**config.mk**
```make
export PLATFORM = sky130hd
export DESIGN_NAME = mlfd_top
export DESIGN_NICKNAME = d
export VERILOG_FILES = /design/src/core/mlfd_top.v
export VERILOG_INCLUDE_DIRS = /design/src /design/src/core
export SDC_FILE = /design/constraint.sdc
export NUM_CORES = 1
export LEC_CHECK = 0
export BUFFER_PORTS_ARGS = -buffer_cell sky130_fd_sc_hd__buf_2
export CAP_MARGIN = 15
export CORE_UTILIZATION = 40
export DETAILED_ROUTE_END_ITERATION = 16
export PLACE_DENSITY_LB_ADDON = 0.05
export SYNTH_ARGS = -nofsm -noshare
export SYNTH_HDL_FRONTEND = slang
export SYNTH_SLANG_ARGS = --single-unit
export TNS_END_PERCENT = 100
```
**constraint.sdc**
```tcl
create_clock -name i_clk -period 25.1 [get_ports i_clk]
set_clock_uncertainty 0.2 [all_clocks]
set_input_delay 2.51 -clock i_clk [delete_from_list [all_inputs] [get_ports i_clk]]
set_output_delay 2.51 -clock i_clk [all_outputs]
set_load 0.02 [all_outputs]
```
**src/core/mlfd_map.vh**
```
`ifndef MLFD_MAP_VH
`define MLFD_MAP_VH
// Register byte addresses
`define MLFD_A_CTRL 8'h00
`define MLFD_A_MOTOR 8'h04
`define MLFD_A_LIMIT 8'h08
`define MLFD_A_FAULT 8'h0C
`define MLFD_A_STATUS 8'h10
// Control register fields
`define MLFD_CTRL_LOCK_SCHEME_ENABLE 5:0
`define MLFD_CTRL_MECH_EN 8
`define MLFD_CTRL_IND_EN 9
`define MLFD_CTRL_MECH_MD 10
`define MLFD_CTRL_RUN 16
`define MLFD_CTRL_RST 32'h0000_073F
// Motor register fields
`define MLFD_MOT_RM 6:0
`define MLFD_MOT_KT 14:8
`define MLFD_MOT_KTRNG 17:16
`define MLFD_MOT_RST 32'h0000_0000
// Limit register fields
`define MLFD_LIM_SW 3:0
`define MLFD_LIM_HW 6:4
`define MLFD_LIM_BRKTHR 11:8
`define MLFD_LIM_BRKDONE 14:12
`define MLFD_LIM_RST 32'h0000_1070
// Lock flag bit positions
`define MLFD_F_CURLIM 0
`define MLFD_F_SPEED 1
`define MLFD_F_KT 2
`define MLFD_F_NOMOTOR 3
`define MLFD_F_OLSTUCK 4
`define MLFD_F_CLSTUCK 5
`define MLFD_F_OVERCUR 6
// Scaling of thresholds
`define MLFD_CUR_STEP 12'h010
`define MLFD_HW_STEP 12'h080
`define MLFD_NOMOTOR_MA 12'h08C
`define MLFD_BRK_STEP 12'h010
`define MLFD_BRK_UNIT 16
// Timing figures in microseconds at 100 cycles per microsecond
`define MLFD_CYC_PER_US 100
`define MLFD_LOCK_OFF_US 5000000
`define MLFD_ESTIMATE_US 100000
`define MLFD_BRK_UNIT_US 1000
// Bus responses
`define MLFD_RESP_OKAY 2'b00
`define MLFD_RESP_SLVERR 2'b10
`endif

```
**src/core/mlfd_top.v**
```verilog
// Chosen here: the register offsets and the AXI4-Lite interface to the registers.
`timescale 1ns/100ps
`include "mlfd_map.vh"

module mlfd_top #(
    parameter VW = 12,
    parameter LOCK_OFF_CYC = `MLFD_LOCK_OFF_US * `MLFD_CYC_PER_US,
    parameter ESTIMATE_CYC = `MLFD_ESTIMATE_US * `MLFD_CYC_PER_US,
    parameter BRK_UNIT_CYC = `MLFD_BRK_UNIT_US * `MLFD_CYC_PER_US
) (
    input wire i_clk,
    input wire i_rstn,
    input wire [7:0] i_awaddr,
    input wire i_awvalid,
    output reg o_awready,
    input wire [31:0] i_wdata,
    input wire [3:0] i_wstrb,
    input wire i_wvalid,
    output reg o_wready,
    output reg [1:0] o_bresp,
    output reg o_bvalid,
    input wire i_bready,
    input wire [7:0] i_araddr,
    input wire i_arvalid,
    output reg o_arready,
    output reg [31:0] o_rdata,
    output reg [1:0] o_rresp,
    output reg o_rvalid,
    input wire i_rready,
    input wire i_closed_loop,
    input wire i_handoff,
    input wire i_bemf_seen,
    input wire i_ecycle_pulse,
    input wire i_halfcycle_pulse,
    input wire i_commutate,
    input wire i_short_circuit,
    input wire i_vcc_24v,
    input wire [VW-1:0] i_speed,
    input wire [VW-1:0] i_bemf,
    input wire [VW-1:0] i_lowside_ma,
    input wire [VW-1:0] i_phase_u_ma,
    input wire [VW-1:0] i_vcmd,
    output reg [VW-1:0] o_vapplied,
    output reg o_drive_en,
    output reg o_brake,
    output reg o_hiz,
    output reg o_restart
);
    localparam ST_RUN = 2'd0;
    localparam ST_BRAKE = 2'd1;
    localparam ST_OFF = 2'd2;
    localparam CW = 32;

    reg [31:0] ctrl_q;
    reg [31:0] motor_q;
    reg [31:0] limit_q;
    reg [6:0] flags_q;
    reg [6:0] flags_d;
    reg [1:0] st_q;
    reg [CW-1:0] tmr_q;
    reg [CW-1:0] spd_cnt_q;
    reg [CW-1:0] kt_cnt_q;
    reg [CW-1:0] per_q;
    reg [CW-1:0] prev_per_q;
    reg [VW+7:0] kt_acc_q;
    reg [VW+7:0] kt_meas_q;
    reg ol_wait_q;
    reg ol_check_q;
    reg aw_ok_q;
    reg w_ok_q;
    reg [7:0] aw_q;
    reg [31:0] wd_q;
    reg [3:0] ws_q;

    wire [6:0] rm = motor_q[`MLFD_MOT_RM];
    wire [6:0] kt = motor_q[`MLFD_MOT_KT];
    // Operands are sized to the wide path so no product loses its top bits
    wire [VW+7:0] bemf_kt = ({8'h00, i_speed} * {{(VW+4){1'b0}}, kt[3:0]}) << kt[6:4];
    wire [VW+7:0] bemf_rm = ({8'h00, i_phase_u_ma} * {{(VW+4){1'b0}}, rm[3:0]}) << rm[6:4];
    // Current limit in mA, then the resistive drop it allows
    wire [VW+7:0] ilim_ma = {{(VW+4){1'b0}}, limit_q[`MLFD_LIM_SW]} * {8'h00, `MLFD_CUR_STEP};
    wire [VW+7:0] ir_drop = ilim_ma * {{(VW+1){1'b0}}, rm};
    wire [VW+7:0] cap = ir_drop + bemf_kt;
    wire [VW+7:0] vcmd_w = {8'h00, i_vcmd};
    wire [VW+7:0] kt_ref = {1'b0, kt, {VW{1'b0}}} >> 4;
    wire [2:0] kt_sh = 3'd3 - {1'b0, motor_q[`MLFD_MOT_KTRNG]};
    wire [VW+7:0] kt_margin = kt_ref >> kt_sh;
    wire [VW+7:0] kt_lo = kt_ref - kt_margin;
    wire [VW+7:0] kt_hi = kt_ref + kt_margin;
    wire [VW-1:0] hw_thr = `MLFD_HW_STEP * {9'd0, limit_q[`MLFD_LIM_HW]} + `MLFD_HW_STEP;
    wire hw_over = i_lowside_ma > hw_thr;
    wire spd_bad = (bemf_rm > vcmd_w) || (bemf_kt > vcmd_w);
    wire kt_bad = (kt_meas_q < kt_lo) || (kt_meas_q > kt_hi);
    wire [VW-1:0] brk_thr = {8'd0, limit_q[`MLFD_LIM_BRKTHR]} * `MLFD_BRK_STEP;
    wire brk_low = i_phase_u_ma < brk_thr;
    wire [2:0] brk_sel = limit_q[`MLFD_LIM_BRKDONE];
    wire [5:0] lock_en = ctrl_q[`MLFD_CTRL_LOCK_SCHEME_ENABLE];
    wire run = st_q == ST_RUN;

    // Detection per scheme, computed combinationally then latched sticky
    reg [6:0] det;
    always @* begin
        det = 7'd0;
        det[`MLFD_F_CURLIM] = hw_over;
        det[`MLFD_F_SPEED] = i_closed_loop && spd_cnt_q >= ESTIMATE_CYC;
        det[`MLFD_F_KT] = i_closed_loop && kt_cnt_q >= ESTIMATE_CYC;
        det[`MLFD_F_NOMOTOR] = i_handoff && (i_phase_u_ma <= `MLFD_NOMOTOR_MA);
        det[`MLFD_F_OLSTUCK] = ol_check_q && i_ecycle_pulse;
        // Checked at each commutation; a rotor that never commutates again is left to the other schemes
        det[`MLFD_F_CLSTUCK] = i_closed_loop && i_commutate && prev_per_q != 0
            && per_q > (prev_per_q << 1);
        det[`MLFD_F_OVERCUR] = i_short_circuit;
    end

    // One shutdown gate per lock scheme; the flags stay independent of these enables
    wire [5:0] trip;
    genvar g;
    generate
        for (g = 0; g < 6; g = g + 1) begin : g_trip
            assign trip[g] = det[g] && lock_en[g];
        end
    endgenerate

    wire fault = run && ctrl_q[`MLFD_CTRL_RUN] && ((|trip) || det[`MLFD_F_OVERCUR]);

    always @* begin
        flags_d = flags_q | (run ? det : 7'd0);
        // A condition seen in the restart cycle itself survives the clear
        if (o_restart) begin
            flags_d = 7'd0 | det;
        end
    end

    // Voltage clamp: software limit and mechanical surge floor
    reg [VW+7:0] vlim;
    always @* begin
        vlim = vcmd_w;
        if (i_closed_loop && vlim > cap) begin
            vlim = cap;
        end
        if (ctrl_q[`MLFD_CTRL_MECH_EN] && (!ctrl_q[`MLFD_CTRL_MECH_MD] || i_vcc_24v) && vlim < bemf_kt) begin
            vlim = bemf_kt;
        end
    end

    wire [CW-1:0] brk_cyc = {29'd0, brk_sel} * BRK_UNIT_CYC;

    always @(posedge i_clk or negedge i_rstn) begin
        if (!i_rstn) begin
            st_q <= ST_RUN;
            tmr_q <= 32'h0000_0000;
            flags_q <= 7'h00;
            spd_cnt_q <= 32'h0000_0000;
            kt_cnt_q <= 32'h0000_0000;
            per_q <= 32'h0000_0000;
            prev_per_q <= 32'h0000_0000;
            kt_acc_q <= 0;
            kt_meas_q <= 0;
            ol_wait_q <= 1'b0;
            ol_check_q <= 1'b0;
            o_vapplied <= 0;
            o_drive_en <= 1'b0;
            o_brake <= 1'b0;
            o_hiz <= 1'b1;
            o_restart <= 1'b0;
        end else begin
            flags_q <= flags_d;
            o_restart <= 1'b0;
            spd_cnt_q <= (spd_bad && i_closed_loop && run) ? spd_cnt_q + 1'b1 : 32'h0000_0000;
            kt_cnt_q <= (kt_bad && i_closed_loop && run) ? kt_cnt_q + 1'b1 : 32'h0000_0000;
            if (i_halfcycle_pulse) begin
                kt_meas_q <= kt_acc_q;
                // The pulse cycle's own sample opens the next half-cycle, so none is lost
                kt_acc_q <= {8'h00, i_bemf};
            end else begin
                kt_acc_q <= kt_acc_q + {8'h00, i_bemf};
            end
            if (i_commutate) begin
                prev_per_q <= per_q;
                per_q <= 32'h0000_0000;
            end else begin
                per_q <= per_q + 1'b1;
            end
            // Lock_flag_openloop_stuck window: armed after handoff, cleared by back-EMF
            if (i_bemf_seen || !run) begin
                ol_wait_q <= 1'b0;
                ol_check_q <= 1'b0;
            end else if (i_handoff) begin
                ol_wait_q <= 1'b1;
            end else if (ol_wait_q && i_ecycle_pulse) begin
                ol_wait_q <= 1'b0;
                ol_check_q <= 1'b1;
            end
            case (st_q)
                ST_RUN: begin
                    o_vapplied <= vlim[VW-1:0];
                    o_drive_en <= ctrl_q[`MLFD_CTRL_RUN];
                    o_hiz <= !ctrl_q[`MLFD_CTRL_RUN];
                    if (fault) begin
                        tmr_q <= 32'h0000_0000;
                        o_drive_en <= 1'b0;
                        // Brake holds low sides so winding energy is not dumped into the supply
                        if (ctrl_q[`MLFD_CTRL_IND_EN] && brk_sel != 3'd0) begin
                            st_q <= ST_BRAKE;
                            o_brake <= 1'b1;
                            o_hiz <= 1'b0;
                        end else begin
                            st_q <= ST_OFF;
                            o_hiz <= 1'b1;
                        end
                    end
                end
                ST_BRAKE: begin
                    tmr_q <= brk_low ? tmr_q + 1'b1 : 32'h0000_0000;
                    if (brk_low && tmr_q + 1'b1 >= brk_cyc) begin
                        st_q <= ST_OFF;
                        tmr_q <= 32'h0000_0000;
                        o_brake <= 1'b0;
                        o_hiz <= 1'b1;
                    end
                end
                ST_OFF: begin
                    // Flags are kept through the off time so software can still read the cause
                    tmr_q <= tmr_q + 1'b1;
                    if (tmr_q + 1'b1 >= LOCK_OFF_CYC) begin
                        st_q <= ST_RUN;
                        tmr_q <= 32'h0000_0000;
                        o_restart <= 1'b1;
                    end
                end
                default: begin
                    st_q <= ST_OFF;
                end
            endcase
        end
    end

    // Supervisor snapshot for software, measured Kt in the upper half
    wire [31:0] status_w = {kt_meas_q[15:0], 11'd0, o_brake, o_hiz, o_drive_en, st_q};

    // AXI4-Lite slave; write address and data may arrive in either order
    always @(posedge i_clk or negedge i_rstn) begin
        if (!i_rstn) begin
            ctrl_q <= `MLFD_CTRL_RST;
            motor_q <= `MLFD_MOT_RST;
            limit_q <= `MLFD_LIM_RST;
            aw_ok_q <= 1'b0;
            w_ok_q <= 1'b0;
            aw_q <= 8'h00;
            wd_q <= 32'h0000_0000;
            ws_q <= 4'h0;
            o_awready <= 1'b0;
            o_wready <= 1'b0;
            o_bvalid <= 1'b0;
            o_bresp <= `MLFD_RESP_OKAY;
            o_arready <= 1'b0;
            o_rvalid <= 1'b0;
            o_rdata <= 32'h0000_0000;
            o_rresp <= `MLFD_RESP_OKAY;
        end else begin
            o_awready <= !aw_ok_q && !o_awready && !o_bvalid && i_awvalid;
            o_wready <= !w_ok_q && !o_wready && !o_bvalid && i_wvalid;
            if (o_awready && i_awvalid) begin
                aw_ok_q <= 1'b1;
                aw_q <= i_awaddr;
            end
            if (o_wready && i_wvalid) begin
                w_ok_q <= 1'b1;
                wd_q <= i_wdata;
                ws_q <= i_wstrb;
            end
            if (aw_ok_q && w_ok_q && !o_bvalid) begin
                aw_ok_q <= 1'b0;
                w_ok_q <= 1'b0;
                o_bvalid <= 1'b1;
                o_bresp <= `MLFD_RESP_OKAY;
                case (aw_q)
                    `MLFD_A_CTRL: ctrl_q <= merge(ctrl_q, wd_q, ws_q);
                    `MLFD_A_MOTOR: motor_q <= merge(motor_q, wd_q, ws_q);
                    `MLFD_A_LIMIT: limit_q <= merge(limit_q, wd_q, ws_q);
                    // Read-only registers accept the write without effect
                    `MLFD_A_FAULT: o_bresp <= `MLFD_RESP_OKAY;
                    `MLFD_A_STATUS: o_bresp <= `MLFD_RESP_OKAY;
                    default: o_bresp <= `MLFD_RESP_SLVERR;
                endcase
            end else if (o_bvalid && i_bready) begin
                o_bvalid <= 1'b0;
            end
            o_arready <= !o_arready && !o_rvalid && i_arvalid;
            if (o_arready && i_arvalid) begin
                o_rvalid <= 1'b1;
                o_rresp <= `MLFD_RESP_OKAY;
                case (i_araddr)
                    `MLFD_A_CTRL: o_rdata <= ctrl_q;
                    `MLFD_A_MOTOR: o_rdata <= motor_q;
                    `MLFD_A_LIMIT: o_rdata <= limit_q;
                    `MLFD_A_FAULT: o_rdata <= {25'd0, flags_q};
                    `MLFD_A_STATUS: o_rdata <= status_w;
                    default: begin
                        o_rdata <= 32'h0000_0000;
                        o_rresp <= `MLFD_RESP_SLVERR;
                    end
                endcase
            end else if (o_rvalid && i_rready) begin
                o_rvalid <= 1'b0;
            end
        end
    end

    // Byte-lane merge for partial writes
    function [31:0] merge;
        input [31:0] old;
        input [31:0] nw;
        input [3:0] strb;
        integer k;
        begin
            for (k = 0; k < 4; k = k + 1) begin
                merge[k*8 +: 8] = strb[k] ? nw[k*8 +: 8] : old[k*8 +: 8];
            end
        end
    endfunction
endmodule

```
Word level (Yosys, flattened, before mapping)
Index checks and enable logic that the tools add are counted.
Storage, ports and cells
  register bits: 410
  bits in latches: 0
  bits in writable memories: 0
  bits in read-only memories: 0
  output and inout port bits: 57
  memories: 0
Operators by class
  add/subtract/negate cells: 10
  $mul: 4
  div/mod/pow operators: 0
  order comparisons: 14
  eq/ne operators: 15
  shifts and indexed selects: 3
  multiplexer cells: 46
  bitwise logic cells: 1
  reductions and logical operators: 88
Operators by type and width (number)
  $mux 32: 7
  $pmux 32 s5: 1
  $add 32x1->32 const B: 4
  $pmux 32 s3: 1
  $ge 32x24->1 const B: 2
  $add 15x20->20: 2
  $gt 20x12->1: 2
  $logic_and 1x1->1: 40
  $lt 20x20->1: 2
  $mux 20: 2
  $shl 16x3->20: 2
  $reduce_and 3->1: 13
  $eq 8x4->1 const B: 4
  $ge 32x20->1: 1
  $ge 32x29->1 const B: 1
  $gt 32x32->1: 1
  $mul 12x4->16: 2
  $reduce_bool 32->1: 1
  $mux 1: 23
  $add 20x12->20: 1
  $gt 12x20->1: 1
  $gt 20x20->1: 1
  $shr 15x3->20: 1
  $sub 15x20->20: 1
  other kinds (29): 65

Depth between registers and ports, before layout
Gate-level depths: netlist of run 1.
  depth after elaboration: 9
  gate-level depth with buffers: 49
  gate-level depth less buffers: 45

Worst setup path after synthesis of run 1
No wires, ideal clock.
  kind: in2reg
  start: input i_speed[1]
  end: register o_vapplied[6]
  library setup time: 0.135 ns
  arrival: 10.543 ns
  data required time: 24.765 ns
  path slack: 14.222 ns
  cell stages on the path: 45
  path through: and2_1 fa_1 inv_1 fa_1 inv_1 ha_1 xor2_1 mux2i_1 o21ai_0 nor2_1 a41oi_1 inv_1 ha_1 fa_1 a21o_1 a21oi_1 o21bai_1 a21oi_1 [9 not listed] nor3_1 o21ai_0 a21oi_2 buf_4 mux2i_1 ha_1 a21o_1 a21o_1 a221oi_1 o21ai_0 a41o_1 a41oi_1 o41ai_1 o21a_1 buf_2 buf_2 mux2i_1 a21oi_1
On the way
  cells in the longest elaborated chain, start to end: 9
Ends and longest elaborated chain
  start, declared: RTL line mlfd_top.v:38  | input wire [VW-1:0] i_speed,
  $mul 12x4->16 *: RTL line mlfd_top.v:78  | wire [VW+7:0] bemf_kt = ({8'h00, i_speed} * {{(VW+4){1'b0}}, kt[3:0]}) << kt[6:4];
  $shl 16x3->20 *: RTL line mlfd_top.v:78
  $add 15x20->20: RTL line mlfd_top.v:83  | wire [VW+7:0] cap = ir_drop + bemf_kt;
  $gt 12x20->1: RTL line mlfd_top.v:138  | if (i_closed_loop && vlim > cap) begin
  $logic_and 1x1->1: RTL line mlfd_top.v:138
  $mux 20: RTL line mlfd_top.v:138
  $lt 20x20->1: RTL line mlfd_top.v:141  | if (ctrl_q[`MLFD_CTRL_MECH_EN] && (!ctrl_q[`MLFD_CTRL_MECH_MD] || i_vcc_24v) && vlim < bemf_kt) begin
  $logic_and 1x1->1: RTL line mlfd_top.v:141
  $mux 12 *: RTL line mlfd_top.v:141
  end signal, assigned: RTL line mlfd_top.v:196  | o_vapplied <= vlim[VW-1:0];
  end, declared: RTL line mlfd_top.v:43  | output reg [VW-1:0] o_vapplied,
Mark *: on every way between the ends. The rest lies on a longest branch, timed or not.
A chain may end at the register's enable or synchronous reset.

Final worst setup path of run 1
  start: input i_speed[0]
  end: register o_vapplied[11]
The elaborated chain is that of the path after synthesis.

==> results of run 1 <==
-- power groups by stage --
stage | registers, mW | clock network [mW] | logic, mW
2_1_floorplan | 0.824 | 0 | 0.523
3_3_place_gp | 0.853 | 0 | 0.709
3_5_place_dp | 0.856 | 0 | 0.726
4_1_cts | 0.845 | 0.764 | 0.731
5_1_grt | 0.859 | 0.788 | 0.833
6_report | 0.845 | 0.739 | 0.743
-- metal layers --
| layer | track usage [%] | up-vias |
|---|---|---|
| li1 | - | 11189 |
| met1 | 29.9 | 11280 |
| met2 | 35.9 | 377 |
| met3 | 2.52 | 98 |
| met4 | 5.32 | 2 |
| met5 | 0 | - |
-- synth_stat cells, types with 83 or more instances --
master,number,area [um^2]
sky130_fd_sc_hd__clkbuf_1,108,405
sky130_fd_sc_hd__xnor2_1,83,727
sky130_fd_sc_hd__a21oi_1,119,596
sky130_fd_sc_hd__nand3_1,91,455
sky130_fd_sc_hd__nor2_1,231,867
sky130_fd_sc_hd__o21ai_0,178,891
sky130_fd_sc_hd__inv_1,221,830
sky130_fd_sc_hd__ha_1,243,3040
sky130_fd_sc_hd__dfrtp_1,394,9860
sky130_fd_sc_hd__nand2_1,296,1110
sky130_fd_sc_hd__mux2_2,179,2020
sky130_fd_sc_hd__and2_1,83,519
-- registers in the layout (all words and copies together), names as in the netlist, 2 cells and up --
signal,flops
spd_cnt_q,32
ws_q,4
kt_meas_q,20
st_q,2
motor_q,32
aw_q,8
wd_q,32
limit_q,32
kt_acc_q,20
ctrl_q,32
kt_cnt_q,32
per_q,32
o_vapplied,12
prev_per_q,32
o_rdata,32
tmr_q,32
flags_q,7
-- cells by family after synthesis --
kind of cell / after synthesis
simple gates: 1008
fa+ha+maj: 296
other cells: 1
mux: 234
buf+inv: 352
compound gates: 634
flops: 408
xor+xnor: 161
-- worst max-delay path: cells and delay by family --
family | cells | cell delay, ns
compound gates | 21 | 4.53
xor+xnor | 1 | 0.16
fa+ha+maj | 6 | 2.56
buf+inv | 2 | 0.33
mux | 3 | 0.71
simple gates | 9 | 1.50
-- stage by stage --
| stage | utilization (%) | hold WS (ns) | power [mW] | cell area, um^2 | instances |
|---|---|---|---|---|---|
| floorplan | - | 0.224 | 1.35 | 28800 | 3099 |
| global placement | 43.3 | 0.249 | 1.56 | 30600 | 4118 |
| detailed placement | 43.3 | 0.259 | 1.58 | 30600 | 4118 |
| CTS | 45.7 | 0.262 | 2.34 | 32300 | 4208 |
| global route | 45.8 | 0.293 | 2.48 | 32400 | 4211 |
| finish | 45.8 | 0.257 | 2.33 | 32400 | 4211 |
-- how the worst min path moves through the flow --
| stage | to | slack, ns |
|---|---|---|
| floorplan | o_wready | 0.22 |
| global placement | o_arready | 0.25 |
| detailed placement | o_arready | 0.26 |
| CTS | o_awready | 0.26 |
| global route | o_arready | 0.29 |
| finish | o_arready | 0.26 |
-- final cells by class --
class | instances | area share [%]
multi-input combinational | 2339 | 53.3
sequential | 408 | 31.6
clock buffer | 67 | 4.34
tap | 940 | 3.64
timing repair buffer | 210 | 3.63
inverter | 223 | 2.59
clock inverter | 23 | 0.901
antenna | 1 | 0.00773
==> flow_summary.html, run 1 <==
<table>
<tr><th>Metric</th><th>Value</th></tr>
<tr><th colspan="2">Min path</th></tr>
<tr><td>Worst Hold Launch</td><td>o_rvalid</td></tr>
<tr><td>Depth of the worst hold-timing path</td><td>1</td></tr>
<tr><td>Class of the tightest hold or removal check</td><td>reg -&gt; reg</td></tr>
<tr><th colspan="2">Timing</th></tr>
<tr><td>Final worst slack</td><td>13.02 ns</td></tr>
<tr><td>Setup TNS</td><td>0 ns</td></tr>
<tr><td>Max Clk Rate</td><td>~83 MHz</td></tr>
<tr><td>Slew at the pin closest to its max-slew limit</td><td>about 1.1 ns</td></tr>
<tr><td>Unrepaired setup endpoints after global routing</td><td>false</td></tr>
<tr><td>Final setup violation count</td><td>0</td></tr>
<tr><td>Final worst path period share</td><td>around 48%</td></tr>
<tr><td>Minimum clock period after layout</td><td>about 12 ns</td></tr>
<tr><td>Number of hold-slack violations in the final timing report</td><td>0</td></tr>
<tr><td>Slew Limit Headroom</td><td>approximately a quarter</td></tr>
<tr><td>Number of max-slew violations in the final report</td><td>0</td></tr>
<tr><th colspan="2">Global route</th></tr>
<tr><td>Global-route wire length before repair</td><td>between 100000 and 150000 um</td></tr>
<tr><td>Pin count of the biggest net entering global routing</td><td>96</td></tr>
<tr><td>Number of antenna violations at the first check in global routing</td><td>4</td></tr>
<tr><td>GRT Total Usage</td><td>between 20% and 30%</td></tr>
<tr><td>Via count of the first global-routing pass</td><td>~23000</td></tr>
<tr><td>Total overflow reported by the global router</td><td>0</td></tr>
<tr><th colspan="2">Layout</th></tr>
<tr><td>Ratio of cells with drive above 1 in the final layout</td><td>between 10% and 20%</td></tr>
<tr><td>Most common cell after layout, fill and taps aside</td><td>sky130_fd_sc_hd__dfrtp_1</td></tr>
<tr><td>Multi-input logic area</td><td>~17000 um^2</td></tr>
<tr><td>Area taken by flip-flops and latches</td><td>around 10000 um^2</td></tr>
<tr><td>Number of filler cells placed in the layout</td><td>6872</td></tr>
<tr><td>Growth of design area from synthesis to finish</td><td>12.4%</td></tr>
<tr><td>Final net count</td><td>roughly 3700</td></tr>
<tr><td>Commonest non-fill, non-tap cells in the layout</td><td>sky130_fd_sc_hd__dfrtp_1, sky130_fd_sc_hd__nand2_1, sky130_fd_sc_hd__ha_1</td></tr>
<tr><th colspan="2">Synthesis</th></tr>
<tr><td>Adder-cell area share of the yosys netlist</td><td>between 10% and 20%</td></tr>
<tr><td>Distinct cells, synth</td><td>slightly above 90</td></tr>
<tr><td>Cell area after synthesis</td><td>~29000 um^2</td></tr>
<tr><td>Synthesized-area fraction occupied by and/or/nand/nor cells</td><td>between 15 and 20%</td></tr>
<tr><td>Complex-gate fraction of the synthesized area</td><td>between 10% and 20%</td></tr>
<tr><td>Number of synthesized flops with an enable pin</td><td>0</td></tr>
<tr><td>XOR/XNOR share of the synthesized area</td><td>4.90%</td></tr>
<tr><td>Proportion of synthesized area in mux cells</td><td>a little over 9%</td></tr>
<tr><td>Prevailing post-synth register cell</td><td>sky130_fd_sc_hd__dfrtp_1</td></tr>
<tr><td>Largest family of logic cells by synthesized area</td><td>simple AND/OR/NAND/NOR gates</td></tr>
<tr><td>Number of instances in the synthesized netlist</td><td>around 3100</td></tr>
<tr><td>Number of warnings printed during yosys synthesis</td><td>0</td></tr>
<tr><td>Number of flip-flops and latches in the synthesized netlist</td><td>408</td></tr>
<tr><td>Avg Inst Size Synth</td><td>a little over 9 um^2</td></tr>
<tr><td>Sequential element share of the synthesized area</td><td>a little over a third</td></tr>
<tr><td>Async set or reset register ratio after synthesis</td><td>100%</td></tr>
<tr><th colspan="2">Setup path</th></tr>
<tr><td>Data arrival time of the critical path</td><td>about 12 ns</td></tr>
<tr><td>Crit-path slowest cell</td><td>sky130_fd_sc_hd__a21oi_2</td></tr>
<tr><td>Category of the worst setup path launch point</td><td>input pin</td></tr>
<tr><td>Setup slack, reg-to-reg</td><td>~15 ns</td></tr>
<tr><td>Worst Setup EP</td><td>o_vapplied[11]</td></tr>
<tr><td>Critical path peak fanout</td><td>16</td></tr>
<tr><td>Launch point of the worst reg-to-reg path</td><td>motor_q[11]</td></tr>
<tr><td>Class of the most critical setup path</td><td>in -&gt; reg</td></tr>
<tr><td>Number of cells traversed by the worst register-to-register path</td><td>42</td></tr>
<tr><td>Type of element capturing the critical path</td><td>flip-flop</td></tr>
<tr><td>Critical path's largest stage delay</td><td>about 0.7 ns</td></tr>
<tr><td>Crit path launch</td><td>i_speed[0]</td></tr>
<tr><td>Worst EP required</td><td>25.32 ns</td></tr>
<tr><td>Crit Reg-Reg Endpoint</td><td>o_vapplied[11]</td></tr>
<tr><th colspan="2">Floorplan</th></tr>
<tr><td>Die Span Y</td><td>around 270 um</td></tr>
<tr><td>Starting density of the core</td><td>approximately 41%</td></tr>
<tr><td>Core outline area</td><td>about 71000 um^2</td></tr>
<tr><td>Overall die width</td><td>between 200 and 300 um</td></tr>
<tr><td>I/O pin count</td><td>about 180</td></tr>
<tr><td>Count of standard-cell rows</td><td>97</td></tr>
<tr><td>DIE AREA</td><td>around 73000 um^2</td></tr>
<tr><th colspan="2">Status</th></tr>
<tr><td>Status</td><td>complete, no violations</td></tr>
<tr><th colspan="2">Placement</th></tr>
<tr><td>Post-DP HPWL</td><td>between 50000 and 60000 um</td></tr>
<tr><td>Number of buffers inserted by port buffering</td><td>between 150 and 200</td></tr>
<tr><td>Placer congestion estimate</td><td>between 0.8 and 0.9</td></tr>
<tr><td>Dpl ws</td><td>approximately 13 ns</td></tr>
<tr><th colspan="2">Flow run</th></tr>
<tr><td>MaxCap Viol Count</td><td>0</td></tr>
<tr><th colspan="2">Power</th></tr>
<tr><td>Highest ir drop seen on vdd</td><td>between 60 and 70 uV</td></tr>
<tr><td>Clock power share</td><td>between 30% and 40%</td></tr>
<tr><td>Switch Pwr</td><td>831 uW</td></tr>
<tr><td>Total power density per cell area</td><td>around 70 nW/um^2</td></tr>
<tr><td>Logic pwr share</td><td>between 30% and 40%</td></tr>
<tr><td>Internal</td><td>approximately 1.5 mW</td></tr>
<tr><td>Static Leak</td><td>roughly 16 nW</td></tr>
<tr><td>Switching share of power</td><td>~36%</td></tr>
<tr><td>Portion of total power attributed to sequential cells</td><td>36.3%</td></tr>
<tr><th colspan="2">Clock tree</th></tr>
<tr><td>Worst-path clk slew</td><td>approximately 0.07 ns</td></tr>
<tr><td>Clock root buffer master</td><td>sky130_fd_sc_hd__clkbuf_16</td></tr>
<tr><td>Post-cts hold buffer count</td><td>0</td></tr>
<tr><td>Worst skew pair latency</td><td>0.61 ns</td></tr>
<tr><td>Clock buffer count from CTS</td><td>a little under 50</td></tr>
<tr><td>TritonCTS clock tree</td><td>yes</td></tr>
<tr><td>Clock net sink count</td><td>408</td></tr>
<tr><td>Deepest clock path buffer count</td><td>3</td></tr>
<tr><td>H-Tree Depth</td><td>2</td></tr>
<tr><td>Resized cells post-CTS</td><td>0</td></tr>
<tr><td>Number of setup buffers added after CTS</td><td>0</td></tr>
<tr><th colspan="2">Detailed routing</th></tr>
<tr><td>Total routed wire length on the met1 layer</td><td>~37000 um</td></tr>
<tr><td>Number of search-and-repair iterations in the first detailed-routing pass</td><td>5</td></tr>
<tr><td>Final ANT Viol Nets</td><td>0</td></tr>
<tr><td>Routed len/inst</td><td>around 19 um</td></tr>
<tr><td>WL met2</td><td>37000 um</td></tr>
<tr><td>Detailed Route WL</td><td>78500 um</td></tr>
<tr><td>Met3 WL</td><td>2760 um</td></tr>
<tr><td>Detailed router's first-iteration violation count</td><td>1036</td></tr>
<tr><td>Drt drc</td><td>0</td></tr>
<tr><td>Uppermost metal layer occupied by signal nets</td><td>met5</td></tr>
<tr><td>Detailed-route via count</td><td>between 20000 and 25000</td></tr>
<tr><td>Via density per instance</td><td>~5.4</td></tr>
</table>
No activity file was read; power rests on OpenSTA's default activity.
==> inputs of run 2 (changes only) <==
==> constraint.sdc (replaced) <==
create_clock -name i_clk -period 11 [get_ports i_clk]
set_clock_uncertainty 0.2 [all_clocks]
set_input_delay 1.1 -clock i_clk [delete_from_list [all_inputs] [get_ports i_clk]]
set_output_delay 1.1 -clock i_clk [all_outputs]
set_load 0.02 [all_outputs]
==> flow_summary.html, run 2 (same netlist as run 1, synthesis figures left out) <==
<table>
<tr><th>Metric</th><th>Value</th></tr>
<tr><th colspan="2">Status</th></tr>
<tr><td>Status</td><td>complete, no violations</td></tr>
<tr><th colspan="2">Layout</th></tr>
<tr><td>Growth of design area from synthesis to finish</td><td>12.8%</td></tr>
<tr><td>Most common cell after layout, fill and taps aside</td><td>sky130_fd_sc_hd__dfrtp_1</td></tr>
<tr><td>Ratio of cells with drive above 1 in the final layout</td><td>between 10% and 20%</td></tr>
<tr><td>Multi-input logic area</td><td>17200 um^2</td></tr>
<tr><td>Layout Cells excl Fill</td><td>4219</td></tr>
<tr><td>Final net count</td><td>between 3000 and 4000</td></tr>
<tr><td>Number of filler cells placed in the layout</td><td>slightly below 7000</td></tr>
<tr><td>Commonest non-fill, non-tap cells in the layout</td><td>sky130_fd_sc_hd__dfrtp_1, sky130_fd_sc_hd__nand2_1, sky130_fd_sc_hd__ha_1</td></tr>
<tr><td>Area taken by flip-flops and latches</td><td>between 10000 and 15000 um^2</td></tr>
<tr><td>Final Util</td><td>46.0%</td></tr>
<tr><th colspan="2">Detailed routing</th></tr>
<tr><td>Drt drc</td><td>0</td></tr>
<tr><td>Via density per instance</td><td>around 5.5</td></tr>
<tr><td>Detailed Route WL</td><td>78100 um</td></tr>
<tr><td>Number of search-and-repair iterations in the first detailed-routing pass</td><td>6</td></tr>
<tr><td>Detailed router's first-iteration violation count</td><td>between 1000 and 1500</td></tr>
<tr><td>Detailed-route via count</td><td>23002</td></tr>
<tr><td>Final ANT Viol Nets</td><td>0</td></tr>
<tr><td>Routed len/inst</td><td>approximately 19 um</td></tr>
<tr><th colspan="2">Timing</th></tr>
<tr><td>Max Clk Rate</td><td>100 MHz</td></tr>
<tr><td>Unrepaired setup endpoints after global routing</td><td>false</td></tr>
<tr><td>Minimum clock period after layout</td><td>between 9 and 10 ns</td></tr>
<tr><td>Number of max-slew violations in the final report</td><td>0</td></tr>
<tr><td>Setup TNS</td><td>0 ns</td></tr>
<tr><td>Number of hold-slack violations in the final timing report</td><td>0</td></tr>
<tr><td>Final setup violation count</td><td>0</td></tr>
<tr><td>Final worst path period share</td><td>about nine tenths</td></tr>
<tr><td>Final worst slack</td><td>a little over 1 ns</td></tr>
<tr><td>Slew at the pin closest to its max-slew limit</td><td>slightly above 1 ns</td></tr>
<tr><td>Slew Limit Headroom</td><td>30.4%</td></tr>
<tr><th colspan="2">Floorplan</th></tr>
<tr><td>Die Span Y</td><td>~270 um</td></tr>
<tr><td>Count of standard-cell rows</td><td>97</td></tr>
<tr><td>Starting density of the core</td><td>between 40% and 50%</td></tr>
<tr><td>I/O pin count</td><td>about 180</td></tr>
<tr><td>DIE AREA</td><td>around 73000 um^2</td></tr>
<tr><td>Overall die width</td><td>270 um</td></tr>
<tr><td>Core outline area</td><td>slightly above 70000 um^2</td></tr>
<tr><th colspan="2">Global route</th></tr>
<tr><td>Number of antenna violations at the first check in global routing</td><td>5</td></tr>
<tr><td>Via count of the first global-routing pass</td><td>23497</td></tr>
<tr><td>GRT Total Usage</td><td>a little over a fifth</td></tr>
<tr><td>Global-route wire length before repair</td><td>128000 um</td></tr>
<tr><td>Total overflow reported by the global router</td><td>0</td></tr>
<tr><td>Pin count of the biggest net entering global routing</td><td>100</td></tr>
<tr><th colspan="2">Setup path</th></tr>
<tr><td>Category of the worst setup path launch point</td><td>input pin</td></tr>
<tr><td>Critical path's largest stage delay</td><td>0.54 ns</td></tr>
<tr><td>Class of the most critical setup path</td><td>in -&gt; reg</td></tr>
<tr><td>Crit-path slowest cell</td><td>sky130_fd_sc_hd__fa_1</td></tr>
<tr><td>Worst EP required</td><td>around 11 ns</td></tr>
<tr><td>Critical path peak fanout</td><td>16</td></tr>
<tr><td>Type of element capturing the critical path</td><td>flip-flop</td></tr>
<tr><td>Data arrival time of the critical path</td><td>10.28 ns</td></tr>
<tr><th colspan="2">Placement</th></tr>
<tr><td>Number of buffers inserted by port buffering</td><td>approximately 180</td></tr>
<tr><td>Post-DP HPWL</td><td>~60000 um</td></tr>
<tr><td># placed instances</td><td>around 4100</td></tr>
<tr><td>Dpl ws</td><td>roughly 0.29 ns</td></tr>
<tr><td>Placer congestion estimate</td><td>about 0.88</td></tr>
<tr><th colspan="2">Clock tree</th></tr>
<tr><td>Post-cts hold buffer count</td><td>0</td></tr>
<tr><td>H-Tree Depth</td><td>2</td></tr>
<tr><td>Worst-path clk slew</td><td>around 0.06 ns</td></tr>
<tr><td>Clock buffer count from CTS</td><td>49</td></tr>
<tr><td>TritonCTS clock tree</td><td>yes</td></tr>
<tr><td>Deepest clock path buffer count</td><td>3</td></tr>
<tr><td>Clock net sink count</td><td>between 400 and 500</td></tr>
<tr><td>Worst skew pair latency</td><td>roughly 0.6 ns</td></tr>
<tr><td>Clock root buffer master</td><td>sky130_fd_sc_hd__clkbuf_16</td></tr>
<tr><th colspan="2">Power</th></tr>
<tr><td>Highest ir drop seen on vdd</td><td>~170 uV</td></tr>
<tr><td>Total power density per cell area</td><td>approximately 170 nW/um^2</td></tr>
<tr><td>Post-layout power</td><td>~5.4 mW</td></tr>
<tr><td>Static Leak</td><td>around 16 nW</td></tr>
<tr><th colspan="2">Flow run</th></tr>
<tr><td>MaxCap Viol Count</td><td>0</td></tr>
<tr><th colspan="2">Min path</th></tr>
<tr><td>Class of the tightest hold or removal check</td><td>reg -&gt; reg</td></tr>
</table>
-- run 2: cell count changes in the layout (fill, tap and decap cells not counted), moves of 2 or more --
cell and change:
sky130_fd_sc_hd__bufinv_16 +3, sky130_fd_sc_hd__clkinv_2 -2, sky130_fd_sc_hd__inv_6 +2, sky130_fd_sc_hd__clkbuf_8 -3
sky130_fd_sc_hd__buf_4 +4, sky130_fd_sc_hd__clkinvlp_4 +3
-- run 2: report_power, final --
group          internal [mW]  switching [mW]
logic                  0.713           0.968
registers               1.70           0.225
clock network           1.05           0.706
total                   3.46            1.90
-- run 2: stage by stage --
step	cell area (um^2)	hold slack, ns
after floorplan	28800	0.224
after global placement	30600	0.250
after detailed placement	30600	0.256
after CTS	32400	0.271
after global routing	32500	0.295
final	32500	0.274
-- run 2: final timing paths --
kind | from | to | slack (ns) | depth (start not counted)
setup / recovery | i_speed[0] | o_vapplied[0] | 1.04 | 42
hold / removal | o_rvalid | o_arready | 0.27 | 1
setup reg to reg | motor_q[11] | o_vapplied[0] | 1.11 | 43
hold reg to reg | o_rvalid | o_arready | 0.27 | 1
max in group asynchronous | i_rstn | o_rdata[8] | 8.11 | 3
min in group asynchronous | i_rstn | spd_cnt_q[8] | 0.33 | 1
-- run 2: layout make-up --
type,instances,share of cell area [%]
multi-input cells,2339,53.1
inverters,223,2.58
clock buffers,64,4.20
flip-flops and latches,408,31.5
diodes,2,0.0154
repair buffers,215,3.74
clock inverters,28,1.21
well taps,940,3.62
-- run 2: critical path, delay by kind of cell --
| family | cells | cell delay, ns |
|---|---|---|
| adders and majority gates | 7 | 2.78 |
| and+or+nand+nor | 5 | 0.79 |
| muxes | 2 | 0.40 |
| buffers and inverters | 4 | 0.70 |
| AOI/OAI and AO/OA | 22 | 4.16 |
| xor gates and xnor gates | 2 | 0.34 |
-- run 2: what timing repair did --
| item | in CTS | in global routing |
|---|---|---|
| endpoints found under the setup margin | 0 | 5 |
| resized for setup | 0 | 2 |
| buffers inserted | 0 | 0 |
-- run 2: layer usage --
layer | global-route usage, % | part of all wire (%) | vias to the layer above
met5 | 0 | 0.022 | -
met4 | 5.20 | 2.2 | 4
met3 | 2.76 | 3.7 | 95
li1 | - | - | 11234
met1 | 29.2 | 47 | 11309
met2 | 36.0 | 47 | 360
